$ cat src/design/mcj_map.svh
// Register indices, instruction field positions and reset values.
`ifndef MCJ_MAP_SVH
`define MCJ_MAP_SVH

// Register indices; the byte address is four times the index.
`define MCJ_IDX_CONFIG      10'h100
`define MCJ_IDX_CORE0_CTRL  10'h101
`define MCJ_IDX_CORE1_CTRL  10'h102
`define MCJ_IDX_ENTRY       10'h103
`define MCJ_IDX_STATUS      10'h104
`define MCJ_IDX_TAKEN_CNT   10'h105
`define MCJ_IDX_JUMP0       10'h110
`define MCJ_IDX_JUMP1       10'h111
`define MCJ_IDX_CORE0_CTRL2 10'h121
`define MCJ_IDX_CORE1_CTRL2 10'h122

// Configuration register bits.
`define MCJ_CFG_RUN         0
`define MCJ_CFG_CORE        1
`define MCJ_CFG_CHAN        2

// Status register field positions.
`define MCJ_ST_TAKEN        16
`define MCJ_ST_KIND_LSB     17
`define MCJ_ST_STATE_LSB    19

// Reset values.
`define MCJ_RST_CTRL        16'h0000
`define MCJ_RST_CFG         3'h0

// Instruction opcodes and fixed patterns.
`define MCJ_OPC_ABS_ALU     7'h1D
`define MCJ_OPC_REL_ALU     7'h12
`define MCJ_OPC_ABS_CTRL    6'h0F
`define MCJ_PAT_ABS_ALU     4'h5
`define MCJ_PAT_ABS_CTRL    4'h4

// Instruction field positions.
`define MCJ_F_OPC7_MSB      15
`define MCJ_F_OPC7_LSB      9
`define MCJ_F_OPC6_LSB      10
`define MCJ_F_LEVEL         9
`define MCJ_F_SEL_MSB       8
`define MCJ_F_SEL_LSB       5
`define MCJ_F_JREG          4
`define MCJ_F_PAT_MSB       3
`define MCJ_F_OFS_MSB       4

`endif

$ cat src/design/mcj_pkg.sv
// Types shared by the conditional jump unit.
package mcj_pkg;
  typedef enum logic [1:0] {
    MCJ_KIND_NONE     = 2'h0,
    MCJ_KIND_ABS_ALU  = 2'h1,
    MCJ_KIND_REL_ALU  = 2'h2,
    MCJ_KIND_ABS_CTRL = 2'h3
  } mcj_kind_e;

  typedef enum logic [1:0] {
    MCJ_ST_HALT  = 2'h0,
    MCJ_ST_FETCH = 2'h1,
    MCJ_ST_EXEC  = 2'h3
  } mcj_state_e;
endpackage

$ cat src/design/mcj_dec_if.sv
// Interface joining the core, the decoder and the condition selector.
`timescale 1ns/1ps
interface mcj_dec_if;
  import mcj_pkg::*;
  logic [15:0] instr;
  logic [15:0] alu_flags;
  logic [15:0] ctrl_word;
  mcj_kind_e   kind;
  logic [3:0]  sel;
  logic        jreg;
  logic        level;
  logic [4:0]  offset;
  logic        cond_true;

  modport dec  (input instr, output kind, sel, jreg, level, offset);
  modport cnd  (input kind, sel, level, alu_flags, ctrl_word,
                output cond_true);
  modport core (output instr, alu_flags, ctrl_word,
                input kind, jreg, offset, cond_true);
endinterface

$ cat src/design/mcj_top.sv
// Conditional jump unit of a microcore with its APB register file.
//
// Operation
// - Taken ALU-flag absolute jump loads PC from the chosen jump register.
// - Jump register operand picks one of the set; any code address allowed.
// - Absolute ALU jump: opcode 15:9, flag select 8:5, reg 4, tail 0101.
// - ALU jump conditions come from the ALU condition register.
// - Codes 0000-0100: done, signed over/under, unsigned over/under.
// - Codes 0101-1010: sign, zero, mul loss, mul over, mask ones/zeros.
// - Codes 1011-1111: aux A0, aux A1, carry, conversion sign, shift carry.
// - Taken relative jump adds offset to the jump's own code address.
// - Offset is five-bit two's complement, reach -16 to 15.
// - Relative ALU jump: opcode 15:9, flag select 8:5, offset 4:0.
// - Control-bit jump loads PC from jump register when bit matches level.
// - Bit selector n picks bit n of the 16-bit control word.
// - Level 0 is true on a zero bit, level 1 on a one bit.
// - Control-bit jump reads the control word of its own microcore; here the configuration's core and channel bits pick one of four words.
// - Control jump: opcode 15:10, level 9, select 8:5, reg 4, tail 0100.
//
// Decided for this implementation: the APB slave port.
`timescale 1ns/1ps
`include "mcj_map.svh"
module mcj_top #(
  parameter int ADDR_W  = 10,
  parameter int PADDR_W = 12
) (
  input  wire logic               pclk,
  input  wire logic               presetn,
  input  wire logic               psel,
  input  wire logic               penable,
  input  wire logic               pwrite,
  input  wire logic [PADDR_W-1:0] paddr,
  input  wire logic [31:0]        pwdata,
  output logic      [31:0]        prdata,
  output logic                    pready,
  output logic                    pslverr,
  input  wire logic [15:0]        alu_cond,
  output logic      [ADDR_W-1:0]  fetch_addr,
  input  wire logic               instr_valid,
  input  wire logic [15:0]        instr_word,
  output logic                    instr_ready,
  output logic                    jump_taken,
  output mcj_pkg::mcj_kind_e      exec_kind
);
  import mcj_pkg::*;

  ////////////////////////////////////////////////////////////////////////
  // Declarations.

  // One control word per microcore and channel.
  localparam int N_CTRL = 4;

  mcj_dec_if dif ();

  mcj_state_e          state_q;
  logic [ADDR_W-1:0]   pc_q;
  logic [15:0]         instr_q;
  logic [15:0]         ctrl_q [N_CTRL];
  logic [ADDR_W-1:0]   jump0_q;
  logic [ADDR_W-1:0]   jump1_q;
  logic [ADDR_W-1:0]   entry_q;
  logic [2:0]          cfg_q;
  logic                last_taken_q;
  mcj_kind_e           last_kind_q;
  logic [15:0]         taken_cnt_q;
  logic [31:0]         prdata_q;
  logic                jump_taken_q;
  mcj_kind_e           exec_kind_q;

  logic [PADDR_W-3:0]  idx;
  logic                aligned;
  logic                hit;
  logic                wr_acc;
  logic                setup;
  logic [31:0]         rd_d;
  logic [1:0]          core_sel;
  logic                do_exec;
  logic                taken;
  logic [ADDR_W-1:0]   abs_target;
  logic [ADDR_W-1:0]   rel_target;
  logic [ADDR_W-1:0]   pc_d;
  logic [ADDR_W-1:0]   ofs_ext;

  ////////////////////////////////////////////////////////////////////////
  // Decoder and condition selector.

  mcj_decode u_decode (
    .d (dif.dec)
  );

  mcj_cond u_cond (
    .c (dif.cnd)
  );

  assign dif.instr     = instr_q;
  assign dif.alu_flags = alu_cond;

  // The control word of the microcore chosen by the configuration.
  assign core_sel      = {cfg_q[`MCJ_CFG_CHAN], cfg_q[`MCJ_CFG_CORE]};
  assign dif.ctrl_word = ctrl_q[core_sel];

  ////////////////////////////////////////////////////////////////////////
  // APB decode. The slave answers without wait states, so pready is a
  // constant; a master that inserts idle cycles between transfers is
  // served the same way. Writes to the read-only status and counter
  // words are dropped without an error; only unmapped or unaligned
  // addresses raise pslverr.

  assign idx     = paddr[PADDR_W-1:2];
  assign aligned = (paddr[1:0] == 2'h0);
  assign setup   = psel && !penable;
  assign wr_acc  = psel && penable && pwrite && hit;
  assign pready  = 1'b1;
  assign pslverr = psel && penable && !hit;

  // Address hit and read mux; read data is latched in the setup cycle so
  // the access phase drives it straight from a flip-flop.
  always_comb begin
    hit  = aligned;
    rd_d = 32'h0000_0000;
    unique case (idx)
      `MCJ_IDX_CONFIG:      rd_d = {29'h0, cfg_q};
      `MCJ_IDX_CORE0_CTRL:  rd_d = {16'h0, ctrl_q[0]};
      `MCJ_IDX_CORE1_CTRL:  rd_d = {16'h0, ctrl_q[1]};
      `MCJ_IDX_CORE0_CTRL2: rd_d = {16'h0, ctrl_q[2]};
      `MCJ_IDX_CORE1_CTRL2: rd_d = {16'h0, ctrl_q[3]};
      `MCJ_IDX_ENTRY:       rd_d = 32'(entry_q);
      `MCJ_IDX_JUMP0:       rd_d = 32'(jump0_q);
      `MCJ_IDX_JUMP1:       rd_d = 32'(jump1_q);
      `MCJ_IDX_TAKEN_CNT:   rd_d = {16'h0, taken_cnt_q};
      `MCJ_IDX_STATUS: begin
        rd_d = 32'(pc_q);
        rd_d[`MCJ_ST_TAKEN] = last_taken_q;
        rd_d[`MCJ_ST_KIND_LSB +: 2] = last_kind_q;
        rd_d[`MCJ_ST_STATE_LSB +: 2] = state_q;
      end
      default: hit = 1'b0;
    endcase
    if (!aligned) begin
      rd_d = 32'h0000_0000;
    end
  end

  // Read data register.
  always_ff @(posedge pclk or negedge presetn) begin
    if (!presetn) begin
      prdata_q <= 32'h0000_0000;
    end else if (setup) begin
      prdata_q <= rd_d;
    end
  end

  assign prdata = prdata_q;

  ////////////////////////////////////////////////////////////////////////
  // Software registers.

  // Configuration: run enable and which microcore's control word is read.
  always_ff @(posedge pclk or negedge presetn) begin
    if (!presetn) begin
      cfg_q <= `MCJ_RST_CFG;
    end else if (wr_acc && idx == `MCJ_IDX_CONFIG) begin
      cfg_q <= pwdata[2:0];
    end
  end

  // The four control words, one per microcore and channel.
  always_ff @(posedge pclk or negedge presetn) begin
    if (!presetn) begin
      for (int i = 0; i < N_CTRL; i++) begin
        ctrl_q[i] <= `MCJ_RST_CTRL;
      end
    end else if (wr_acc) begin
      unique case (idx)
        `MCJ_IDX_CORE0_CTRL:  ctrl_q[0] <= pwdata[15:0];
        `MCJ_IDX_CORE1_CTRL:  ctrl_q[1] <= pwdata[15:0];
        `MCJ_IDX_CORE0_CTRL2: ctrl_q[2] <= pwdata[15:0];
        `MCJ_IDX_CORE1_CTRL2: ctrl_q[3] <= pwdata[15:0];
        default: ;
      endcase
    end
  end

  // Jump register set and entry point; full code-space width is kept so
  // any location can be a target.
  always_ff @(posedge pclk or negedge presetn) begin
    if (!presetn) begin
      jump0_q <= '0;
      jump1_q <= '0;
      entry_q <= '0;
    end else if (wr_acc) begin
      unique case (idx)
        `MCJ_IDX_JUMP0: jump0_q <= pwdata[ADDR_W-1:0];
        `MCJ_IDX_JUMP1: jump1_q <= pwdata[ADDR_W-1:0];
        `MCJ_IDX_ENTRY: entry_q <= pwdata[ADDR_W-1:0];
        default: ;
      endcase
    end
  end

  ////////////////////////////////////////////////////////////////////////
  // Fetch and execute sequencing.

  assign instr_ready = (state_q == MCJ_ST_FETCH);
  assign fetch_addr  = pc_q;
  assign do_exec     = (state_q == MCJ_ST_EXEC);

  // Sequencer: halted until run is set, then fetch and execute in turn.
  // Clearing run drops out at once; an instruction in execute still finishes, a word fetched on that edge is lost.
  // Leaving halt costs one cycle, so the entry point is in the program
  // counter before the first fetch is offered.
  always_ff @(posedge pclk or negedge presetn) begin
    if (!presetn) begin
      state_q <= MCJ_ST_HALT;
    end else if (!cfg_q[`MCJ_CFG_RUN]) begin
      state_q <= MCJ_ST_HALT;
    end else begin
      unique case (state_q)
        MCJ_ST_HALT:  state_q <= MCJ_ST_FETCH;
        MCJ_ST_FETCH: if (instr_valid) begin
          state_q <= MCJ_ST_EXEC;
        end
        MCJ_ST_EXEC:  state_q <= MCJ_ST_FETCH;
        default:      state_q <= MCJ_ST_HALT;
      endcase
    end
  end

  // Instruction latch.
  always_ff @(posedge pclk or negedge presetn) begin
    if (!presetn) begin
      instr_q <= 16'h0000;
    end else if (instr_ready && instr_valid) begin
      instr_q <= instr_word;
    end
  end

  ////////////////////////////////////////////////////////////////////////
  // Target address and program counter.

  // Sign-extended offset; the sum wraps within the code space.
  assign ofs_ext    = {{(ADDR_W-5){dif.offset[4]}}, dif.offset};
  assign rel_target = pc_q + ofs_ext;
  assign abs_target = dif.jreg ? jump1_q : jump0_q;
  assign taken      = (dif.kind != MCJ_KIND_NONE) && dif.cond_true;

  // Next program counter for the instruction in execute. The counter
  // still holds the jump's own address during execute, which is the
  // base that a relative jump needs.
  always_comb begin
    pc_d = pc_q + 1'b1;
    if (taken) begin
      unique case (dif.kind)
        MCJ_KIND_ABS_ALU:  pc_d = abs_target;
        MCJ_KIND_ABS_CTRL: pc_d = abs_target;
        MCJ_KIND_REL_ALU:  pc_d = rel_target;
        MCJ_KIND_NONE:     pc_d = pc_q + 1'b1;
      endcase
    end
  end

  // Program counter: parked at the entry point while halted.
  always_ff @(posedge pclk or negedge presetn) begin
    if (!presetn) begin
      pc_q <= '0;
    end else if (state_q == MCJ_ST_HALT) begin
      pc_q <= entry_q;
    end else if (do_exec) begin
      pc_q <= pc_d;
    end
  end

  ////////////////////////////////////////////////////////////////////////
  // Execution report and statistics.

  // One-cycle report of each executed instruction.
  always_ff @(posedge pclk or negedge presetn) begin
    if (!presetn) begin
      jump_taken_q <= 1'b0;
      exec_kind_q  <= MCJ_KIND_NONE;
    end else begin
      jump_taken_q <= do_exec && taken;
      exec_kind_q  <= do_exec ? dif.kind : MCJ_KIND_NONE;
    end
  end

  assign jump_taken = jump_taken_q;
  assign exec_kind  = exec_kind_q;

  // Outcome of the last jump instruction; untaken jumps leave the counter.
  always_ff @(posedge pclk or negedge presetn) begin
    if (!presetn) begin
      last_taken_q <= 1'b0;
      last_kind_q  <= MCJ_KIND_NONE;
      taken_cnt_q  <= 16'h0000;
    end else if (do_exec && dif.kind != MCJ_KIND_NONE) begin
      last_taken_q <= taken;
      last_kind_q  <= dif.kind;
      if (taken) begin
        taken_cnt_q <= taken_cnt_q + 16'h0001;
      end
    end
  end
endmodule

$ cat src/design/mcj_decode.sv
// Decoder for the three conditional jump instruction words.
`timescale 1ns/1ps
`include "mcj_map.svh"
module mcj_decode (
  mcj_dec_if.dec d
);
  import mcj_pkg::*;

  // Opcode and fixed-pattern match; anything else is not a jump here.
  always_comb begin
    d.kind = MCJ_KIND_NONE;
    if (d.instr[`MCJ_F_OPC7_MSB:`MCJ_F_OPC7_LSB] == `MCJ_OPC_ABS_ALU &&
        d.instr[`MCJ_F_PAT_MSB:0] == `MCJ_PAT_ABS_ALU) begin
      d.kind = MCJ_KIND_ABS_ALU;
    end else if (d.instr[`MCJ_F_OPC7_MSB:`MCJ_F_OPC7_LSB] ==
                 `MCJ_OPC_REL_ALU) begin
      d.kind = MCJ_KIND_REL_ALU;
    end else if (d.instr[`MCJ_F_OPC7_MSB:`MCJ_F_OPC6_LSB] ==
                 `MCJ_OPC_ABS_CTRL &&
                 d.instr[`MCJ_F_PAT_MSB:0] == `MCJ_PAT_ABS_CTRL) begin
      d.kind = MCJ_KIND_ABS_CTRL;
    end
  end

  // Operand fields sit at the same place in all three words.
  assign d.sel    = d.instr[`MCJ_F_SEL_MSB:`MCJ_F_SEL_LSB];
  assign d.jreg   = d.instr[`MCJ_F_JREG];
  assign d.level  = d.instr[`MCJ_F_LEVEL];
  assign d.offset = d.instr[`MCJ_F_OFS_MSB:0];
endmodule

$ cat src/design/mcj_cond.sv
// Jump condition selector over ALU flags and the control word.
`timescale 1ns/1ps
module mcj_cond (
  mcj_dec_if.cnd c
);
  import mcj_pkg::*;

  // Flag code n reads ALU condition bit n, so the mapping lives in the
  // ALU's packing of its condition register.
  logic alu_bit;
  logic ctrl_bit;

  assign alu_bit  = c.alu_flags[c.sel];
  assign ctrl_bit = c.ctrl_word[c.sel];

  // Control-bit jumps compare against the requested level.
  always_comb begin
    c.cond_true = 1'b0;
    unique case (c.kind)
      MCJ_KIND_ABS_ALU:  c.cond_true = alu_bit;
      MCJ_KIND_REL_ALU:  c.cond_true = alu_bit;
      MCJ_KIND_ABS_CTRL: c.cond_true = (ctrl_bit == c.level);
      MCJ_KIND_NONE:     c.cond_true = 1'b0;
    endcase
  end
endmodule

$ cat config.mk
export PLATFORM = sky130hd
export DESIGN_NAME = mcj_top
export DESIGN_NICKNAME = d
export VERILOG_FILES = /design/src/design/mcj_pkg.sv /design/src/design/mcj_dec_if.sv /design/src/design/mcj_top.sv /design/src/design/mcj_decode.sv /design/src/design/mcj_cond.sv
export VERILOG_INCLUDE_DIRS = /design/src /design/src/design
export SDC_FILE = /design/constraint.sdc
export NUM_CORES = 1
export LEC_CHECK = 0
export ABC_AREA = 1
export BUFFER_PORTS_ARGS = -buffer_cell sky130_fd_sc_hd__clkbuf_2
export CORE_AREA = 8 8 169 171
export DETAILED_ROUTE_END_ITERATION = 8
export DIE_AREA = 0 0 177 179
export GPL_TIMING_DRIVEN = 1
export PLACE_DENSITY = 0.67
export SLEW_MARGIN = 5
export SYNTH_ARGS = -nofsm -noshare
export SYNTH_HDL_FRONTEND = slang
export SYNTH_SLANG_ARGS = --single-unit
$ cat constraint.sdc
create_clock -name pclk -period 3 [get_ports pclk]
set_clock_uncertainty 0.05 [all_clocks]
set_input_delay 0.6 -clock pclk [delete_from_list [all_inputs] [get_ports pclk]]
set_output_delay 0.6 -clock pclk [all_outputs]
set_load 0.02 [all_outputs]
### Word level (Yosys, flattened, before mapping)

Index checks and enable logic that the tools add are counted.

* reductions and logical operators: 31
* $add $sub $neg: 3
* $lt $le $gt $ge: 2
* muxes and demuxes: 23
* bitwise gates (word level): 1
* equal/unequal tests: 22

Operators with widths (count)
* $pmux W21 S10: 1
* $eq A10 B9 Y1 const B: 10
* $mux W10: 4
* $bmux W16 S2: 1
* $mux W16: 2
* $mux W32: 1
* $pmux W10 S3: 1
* $add A16 B1 Y16 const B: 1
* $reduce_and A2 Y1: 8
* $eq A7 B5 Y1 const B: 2
* $logic_and A1 B1 Y1: 12
* $mux W2: 6
* $add A10 B1 Y10 const B: 1
* $add A10 B10 Y10: 1
* $reduce_or A10 Y1: 1
* $bmux W1 S4: 2
* $eq A4 B3 Y1 const B: 2
* $eq A2 B2 Y1 const B: 3
* $eq A6 B4 Y1 const B: 1
* $logic_not A2 Y1: 3
* $reduce_or A2 Y1: 3
* $lt A4 B5 Y1 const B: 1
* $eq A2 B1 Y1 const B: 2
* $pmux W2 S2: 1
* other kinds (8): 12

* register bits: 179
* output and inout port bits: 48
* word-level logic and storage cells: 99
* bits of input ports: 82

### Depth between registers and ports, before layout

* depth after elaboration: 12
* mapped depth: 19
* depth with buffers taken out: 17

### Cells and area by module

A second synthesis with hierarchy kept.

* cells, all modules: 1400
* area total of the unflattened synthesis: 10028.4 um^2

By module, submodules not included
* mcj_top: seq. area each 4204.0 um^2, area an instance 9400.3 um^2, times used 1, cells an instance 1280
* mcj_cond: seq. area each 0.0 um^2, area an instance 449.2 um^2, times used 1, cells an instance 89
* mcj_decode: seq. area each 0.0 um^2, area an instance 178.9 um^2, times used 1, cells an instance 31

### Worst setup path after synthesis

No wires, ideal clock.

* kind: input port to output port
* from: in paddr[10]
* to: out pslverr
* required time: 2.350 ns
* slack: 0.485 ns
* cell stages on the path: 9
* arrival time: 1.865 ns
* buffers on the path: 0
* cells stage by stage: inv_2 > nor2_4 > nand2_1 > inv_2 > nand3_1 > nand3_1 > nor3_2 > o2111ai_4 > a21oi_1

* cells in the longest elaborated chain, start to end: 5
* elaborated cells on any way between the ends: 14
* classes of those cells: 10 x eq/ne; 1 x mux; 3 x reduce/logical

RTL lines
* start, declared: line mcj_top.sv:32 `input wire logic [PADDR_W-1:0] paddr,`
* $eq A10 B9 Y1: line mcj_top.sv:121 `unique case (idx)`
* $reduce_or A10 Y1 (no line) (*)
* $mux W1 (*): line mcj_top.sv:121
* $logic_not A1 Y1 (*): line mcj_top.sv:114 `assign pslverr = psel && penable && !hit;`
* $logic_and A1 B1 Y1 (*): line mcj_top.sv:114
* end, declared: line mcj_top.sv:36 `output logic pslverr,`

Every way passes the cells marked *; elsewhere a longest branch is shown, timed or not.

### Final worst setup path

* from: in paddr[3]
* to: out pslverr

Same word-level chain as after synthesis.

==> Implementation_results.wiki <==
{| class="wikitable"
! Metric !! Value
|-
| Outcome || complete, no violations
|-
| Initial standard-cell utilization of the core || 37.3%
|-
| Proportion of total power due to net switching || 26.3%
|-
| Cell type with the highest aggregate area in the netlist || sky130_fd_sc_hd__dfrtp_1
|-
| Worst setup SP type || primary input
|-
| Slew Viols, Final || 0
|-
| Maximum number of pins on one net before global-route repair || 60
|-
| TritonRoute pass-1 iters || 5
|-
| Register share of total power || 48.1%
|-
| Htree depth || 4
|-
| Largest delay share family, worst path || simple AND/OR/NAND/NOR gates
|-
| CTS buffer count || 17
|-
| Routed length on met2 || 13,800 um
|-
| Post-Syn Area || 9610 sq um
|-
| Main flop type after synthesis || sky130_fd_sc_hd__dfrtp_1
|-
| Least setup slack across all paths after layout || 0.254 ns
|-
| Top library cells by usage in the layout, fill and taps aside || sky130_fd_sc_hd__nand2_1, sky130_fd_sc_hd__dfrtp_1, sky130_fd_sc_hd__o21ai_0
|-
| Vias in the first global route || 8,830
|-
| Leakage component of the power || 5.32 nW
|-
| Net count of the finished layout || 1,456
|-
| Number of sinks handled by clock tree synthesis || 168
|-
| Detailed-route wire length || 30,700 um
|-
| Endpoints failing hold || 0
|-
| Number of remaining DRC errors || 0
|-
| Pin slew with the least headroom to its limit || 0.860 ns
|-
| Avg Vias per Cell || 5.38
|-
| Bufs and invs on worst path || 4
|-
| Worst voltage drop across the vdd grid || 0.363 mV
|-
| Buffers added on ports || 101
|-
| Overall power of the completed layout || 4.71 mW
|-
| Synthesized instance count || 1,247
|-
| Clock latency at the later pin of the worst-skew pair || 0.45 ns
|-
| Share of the cycle needed by the critical path after routing || 91.5%
|-
| Count of antenna diodes in the layout || 0
|-
| Post-CTS resize count || 0
|-
| Synth unique cells || 50
|-
| Final critical-path required period || 2.75 ns
|-
| Standard cell with the maximum stage delay on the critical path || sky130_fd_sc_hd__o2111ai_4
|-
| Largest incremental delay on the critical path || 0.22 ns
|-
| Largest fanout on the critical path || 9
|-
| Crit path cell chain || clkbuf_2 > inv_2 > nand2_1 > nor2_1 > nand2_2 > inv_2 > nand2_1 > nand3_1 > nor3_2 > o2111ai_4 > a21oi_1 > clkbuf_2
|-
| Synthesis-to-layout area growth || 16.0%
|-
| Post-Route M1 WL || 13,200 um
|-
| Detailed placer's ending HPWL || 22,700 um
|-
| Sum of negative setup slack || 0 ns
|-
| Clock transition at the register clock pins on the worst setup and hold paths after CTS || 0.07 ns
|-
| Worst R2R Start || dif.instr[14]
|-
| Share of synthesized area occupied by flip-flops and latches || 43.7%
|-
| DRC marker count from the first detailed-route iteration || 951
|-
| Maximum clock rate || 0.364 GHz
|-
| Yosys warning count || 0
|-
| RSZ-0062 raised after global routing || no
|-
| Count of nets left with antenna violations after detail routing || 0
|-
| Vias || 9,153
|-
| Synthesized flop and latch total || 168
|-
| Maximum buffer depth of the clock tree || 2
|-
| Net switching power of the design || 1.24 mW
|-
| Int Power || 3.47 mW
|-
| Number of failing setup endpoints in the final timing report || 0
|-
| Clock tree from TritonCTS || yes
|-
| Fraction of registers with async set or reset after synthesis || 100%
|-
| Req. time, crit path || 2.35 ns
|-
| Post-CTS setup repair buffer count || 0
|-
| # IOs || 130
|-
| Final estimated routing congestion in global placement || 0.939
|-
| Most common cell after layout, fill and taps aside || sky130_fd_sc_hd__nand2_1
|-
| Worst Path Class, Setup || in -> out
|-
| Maximum Capacitance Violations || 0
|-
| Share of post-route cells with drive strength above 1 || 15.4%
|-
| Total global-route track usage || 19.6%
|-
| Post-route core utilization || 43.3%
|-
| Highest routed metal layer || met4
|-
| Average routed wire per standard cell || 18.0 um
|-
| Die boundary height || 179 um
|-
| R2r worst-path depth || 15
|-
| Arrival time at the worst endpoint || 2.10 ns
|-
| Global-route congestion overflow total || 0
|-
| Worst-case setup slack after placement || 0.244 ns
|-
| Global-route wire length before repair || 48,200 um
|-
| Die area || 31,700 sq um
|-
| Kind of capture point of the worst setup path || output pin
|-
| Portion of synthesized cell area occupied by the leading cell type || 43.7%
|-
| Mean post-synth cell area || 7.71 sq um
|-
| Number of flops mapped to enable cells by yosys || 0
|-
| Logic pwr share || 3.6%
|-
| X dimension of the die || 177 um
|-
| Clock share of power || 48.3%
|-
| R2R Setup Slk || 0.37 ns
|-
| Rel. slew slack || 41.2%
|-
| Type of the most critical hold path || in -> async
|-
| Number of placement rows || 59
|-
| Antenna violations before repair || 0
|-
| Count of hold buffers inserted by post-cts repair || 0
|-
| Routed wl met3 || 2700 um
|-
| Endpoint of the most critical register-to-register path || taken_cnt_q[2]
|-
| Areal power density over the cells || 422 nW/um^2
|-
| Library cell used as clock root buffer || sky130_fd_sc_hd__clkbuf_16
|-
| Area inside the core boundary || 25,800 sq um
|-
| Ranking of synthesized cells by area || sky130_fd_sc_hd__dfrtp_1, sky130_fd_sc_hd__nand2_1, sky130_fd_sc_hd__o21ai_0
|}
==> cell usage after synthesis, types with 6 or more instances <==
cell type and n:
sky130_fd_sc_hd__a211oi_1 7, sky130_fd_sc_hd__a21o_1 6, sky130_fd_sc_hd__a21oi_1 66, sky130_fd_sc_hd__a221oi_1 14, sky130_fd_sc_hd__buf_2 17, sky130_fd_sc_hd__buf_4 21, sky130_fd_sc_hd__buf_6 6, sky130_fd_sc_hd__clkbuf_1 20
sky130_fd_sc_hd__dfrtp_1 168, sky130_fd_sc_hd__ha_1 19, sky130_fd_sc_hd__inv_1 108, sky130_fd_sc_hd__inv_2 12, sky130_fd_sc_hd__nand2_1 325, sky130_fd_sc_hd__nand3_1 104, sky130_fd_sc_hd__nand4_1 16, sky130_fd_sc_hd__nor2_1 64
sky130_fd_sc_hd__nor2_2 7, sky130_fd_sc_hd__nor3_1 14, sky130_fd_sc_hd__o21a_1 15, sky130_fd_sc_hd__o21ai_0 118, sky130_fd_sc_hd__o21ai_1 28, sky130_fd_sc_hd__o22ai_1 13, sky130_fd_sc_hd__xor2_1 22
==> power groups by stage <==
stage / clock network, mW / logic, mW / registers [mW]
floorplan: 0 / 0.0642 / 2.31
global placement: 0 / 0.172 / 2.31
detailed placement: 0 / 0.174 / 2.31
CTS: 2.30 / 0.174 / 2.26
global route: 2.39 / 0.192 / 2.26
finish: 2.27 / 0.171 / 2.26
==> cell type report <==
type,count,area (sq um)
Timing Repair Buffer,144,860
Inverter,127,483
Clock buffer,18,439
Multi-Input combinational cell,896,4570
Clock inverter,14,169
Sequential cell,168,4200
Tap cell,335,419
Fill cell,2623,14600
==> state kept, by name, summed over array words and instances (netlist names) <==
register / cells
taken_cnt_q: 16
fetch_addr: 10
state_q: 2
entry_q: 10
jump0_q: 10
prdata: 21
cfg_q: 3
jump_taken: 1
jump1_q: 10
dif.instr: 16
last_taken_q: 1
exec_kind: 2
last_kind_q: 2
ctrl_q: 64
==> cell families after synthesis <==
group,synth area share [%]
AO/OA/AOI/OAI,17.4
XOR/XNOR,2.28
multiplexers,0.781
adder cells (fa/ha/maj),2.68
buffers and inverters,9.12
flip-flops,43.7
other,0.0781
AND/OR/NAND/NOR,23.9
==> per-stage QoR <==
stage / hold slack [ns] / cells / area (sq um)
floorplan: 0.254 / 1257 / 9650
global placement: 0.411 / 1670 / 10500
detailed placement: 0.420 / 1670 / 10500
CTS: 0.105 / 1702 / 11100
global route: 0.121 / 1702 / 11100
finish: 0.0742 / 1702 / 11100
==> worst max-delay path by stage <==
stage                        startpoint              to  slack, ns  cells after the start
final                          paddr[3]         pslverr       0.25                     12
after global routing      dif.instr[14]  taken_cnt_q[2]       0.08                     15
after CTS                 dif.instr[14]   fetch_addr[0]       0.23                     14
after detailed placement       paddr[9]       prdata[4]       0.24                     12
after global placement         paddr[9]       prdata[4]       0.26                     12
after floorplan               paddr[10]         pslverr       0.49                      9
==> per-layer routing <==
| metal | GRT usage [%] | vias up |
|---|---|---|
| met4 | 8.20 | 0 |
| met2 | 31.0 | 407 |
| met5 | 0 | - |
| met3 | 4.76 | 77 |
| met1 | 25.4 | 4310 |
| li1 | - | 4359 |
==> worst reg2reg max path: stages (launching register included) <==
cell	delay (ns)
sky130_fd_sc_hd__dfrtp_1	0.38
sky130_fd_sc_hd__nor2_1	0.18
sky130_fd_sc_hd__nand2_1	0.10
sky130_fd_sc_hd__nor3_1	0.14
sky130_fd_sc_hd__nand3_1	0.10
sky130_fd_sc_hd__nand2_1	0.19
sky130_fd_sc_hd__inv_1	0.13
sky130_fd_sc_hd__ha_1	0.28
sky130_fd_sc_hd__inv_1	0.07
sky130_fd_sc_hd__a21oi_1	0.05
sky130_fd_sc_hd__a21oi_2	0.25
sky130_fd_sc_hd__nand3_2	0.16
sky130_fd_sc_hd__inv_2	0.25
sky130_fd_sc_hd__nand2_1	0.10
sky130_fd_sc_hd__nand2_1	0.07
sky130_fd_sc_hd__nand2_1	0.05
(Power assumes the default switching activity.)
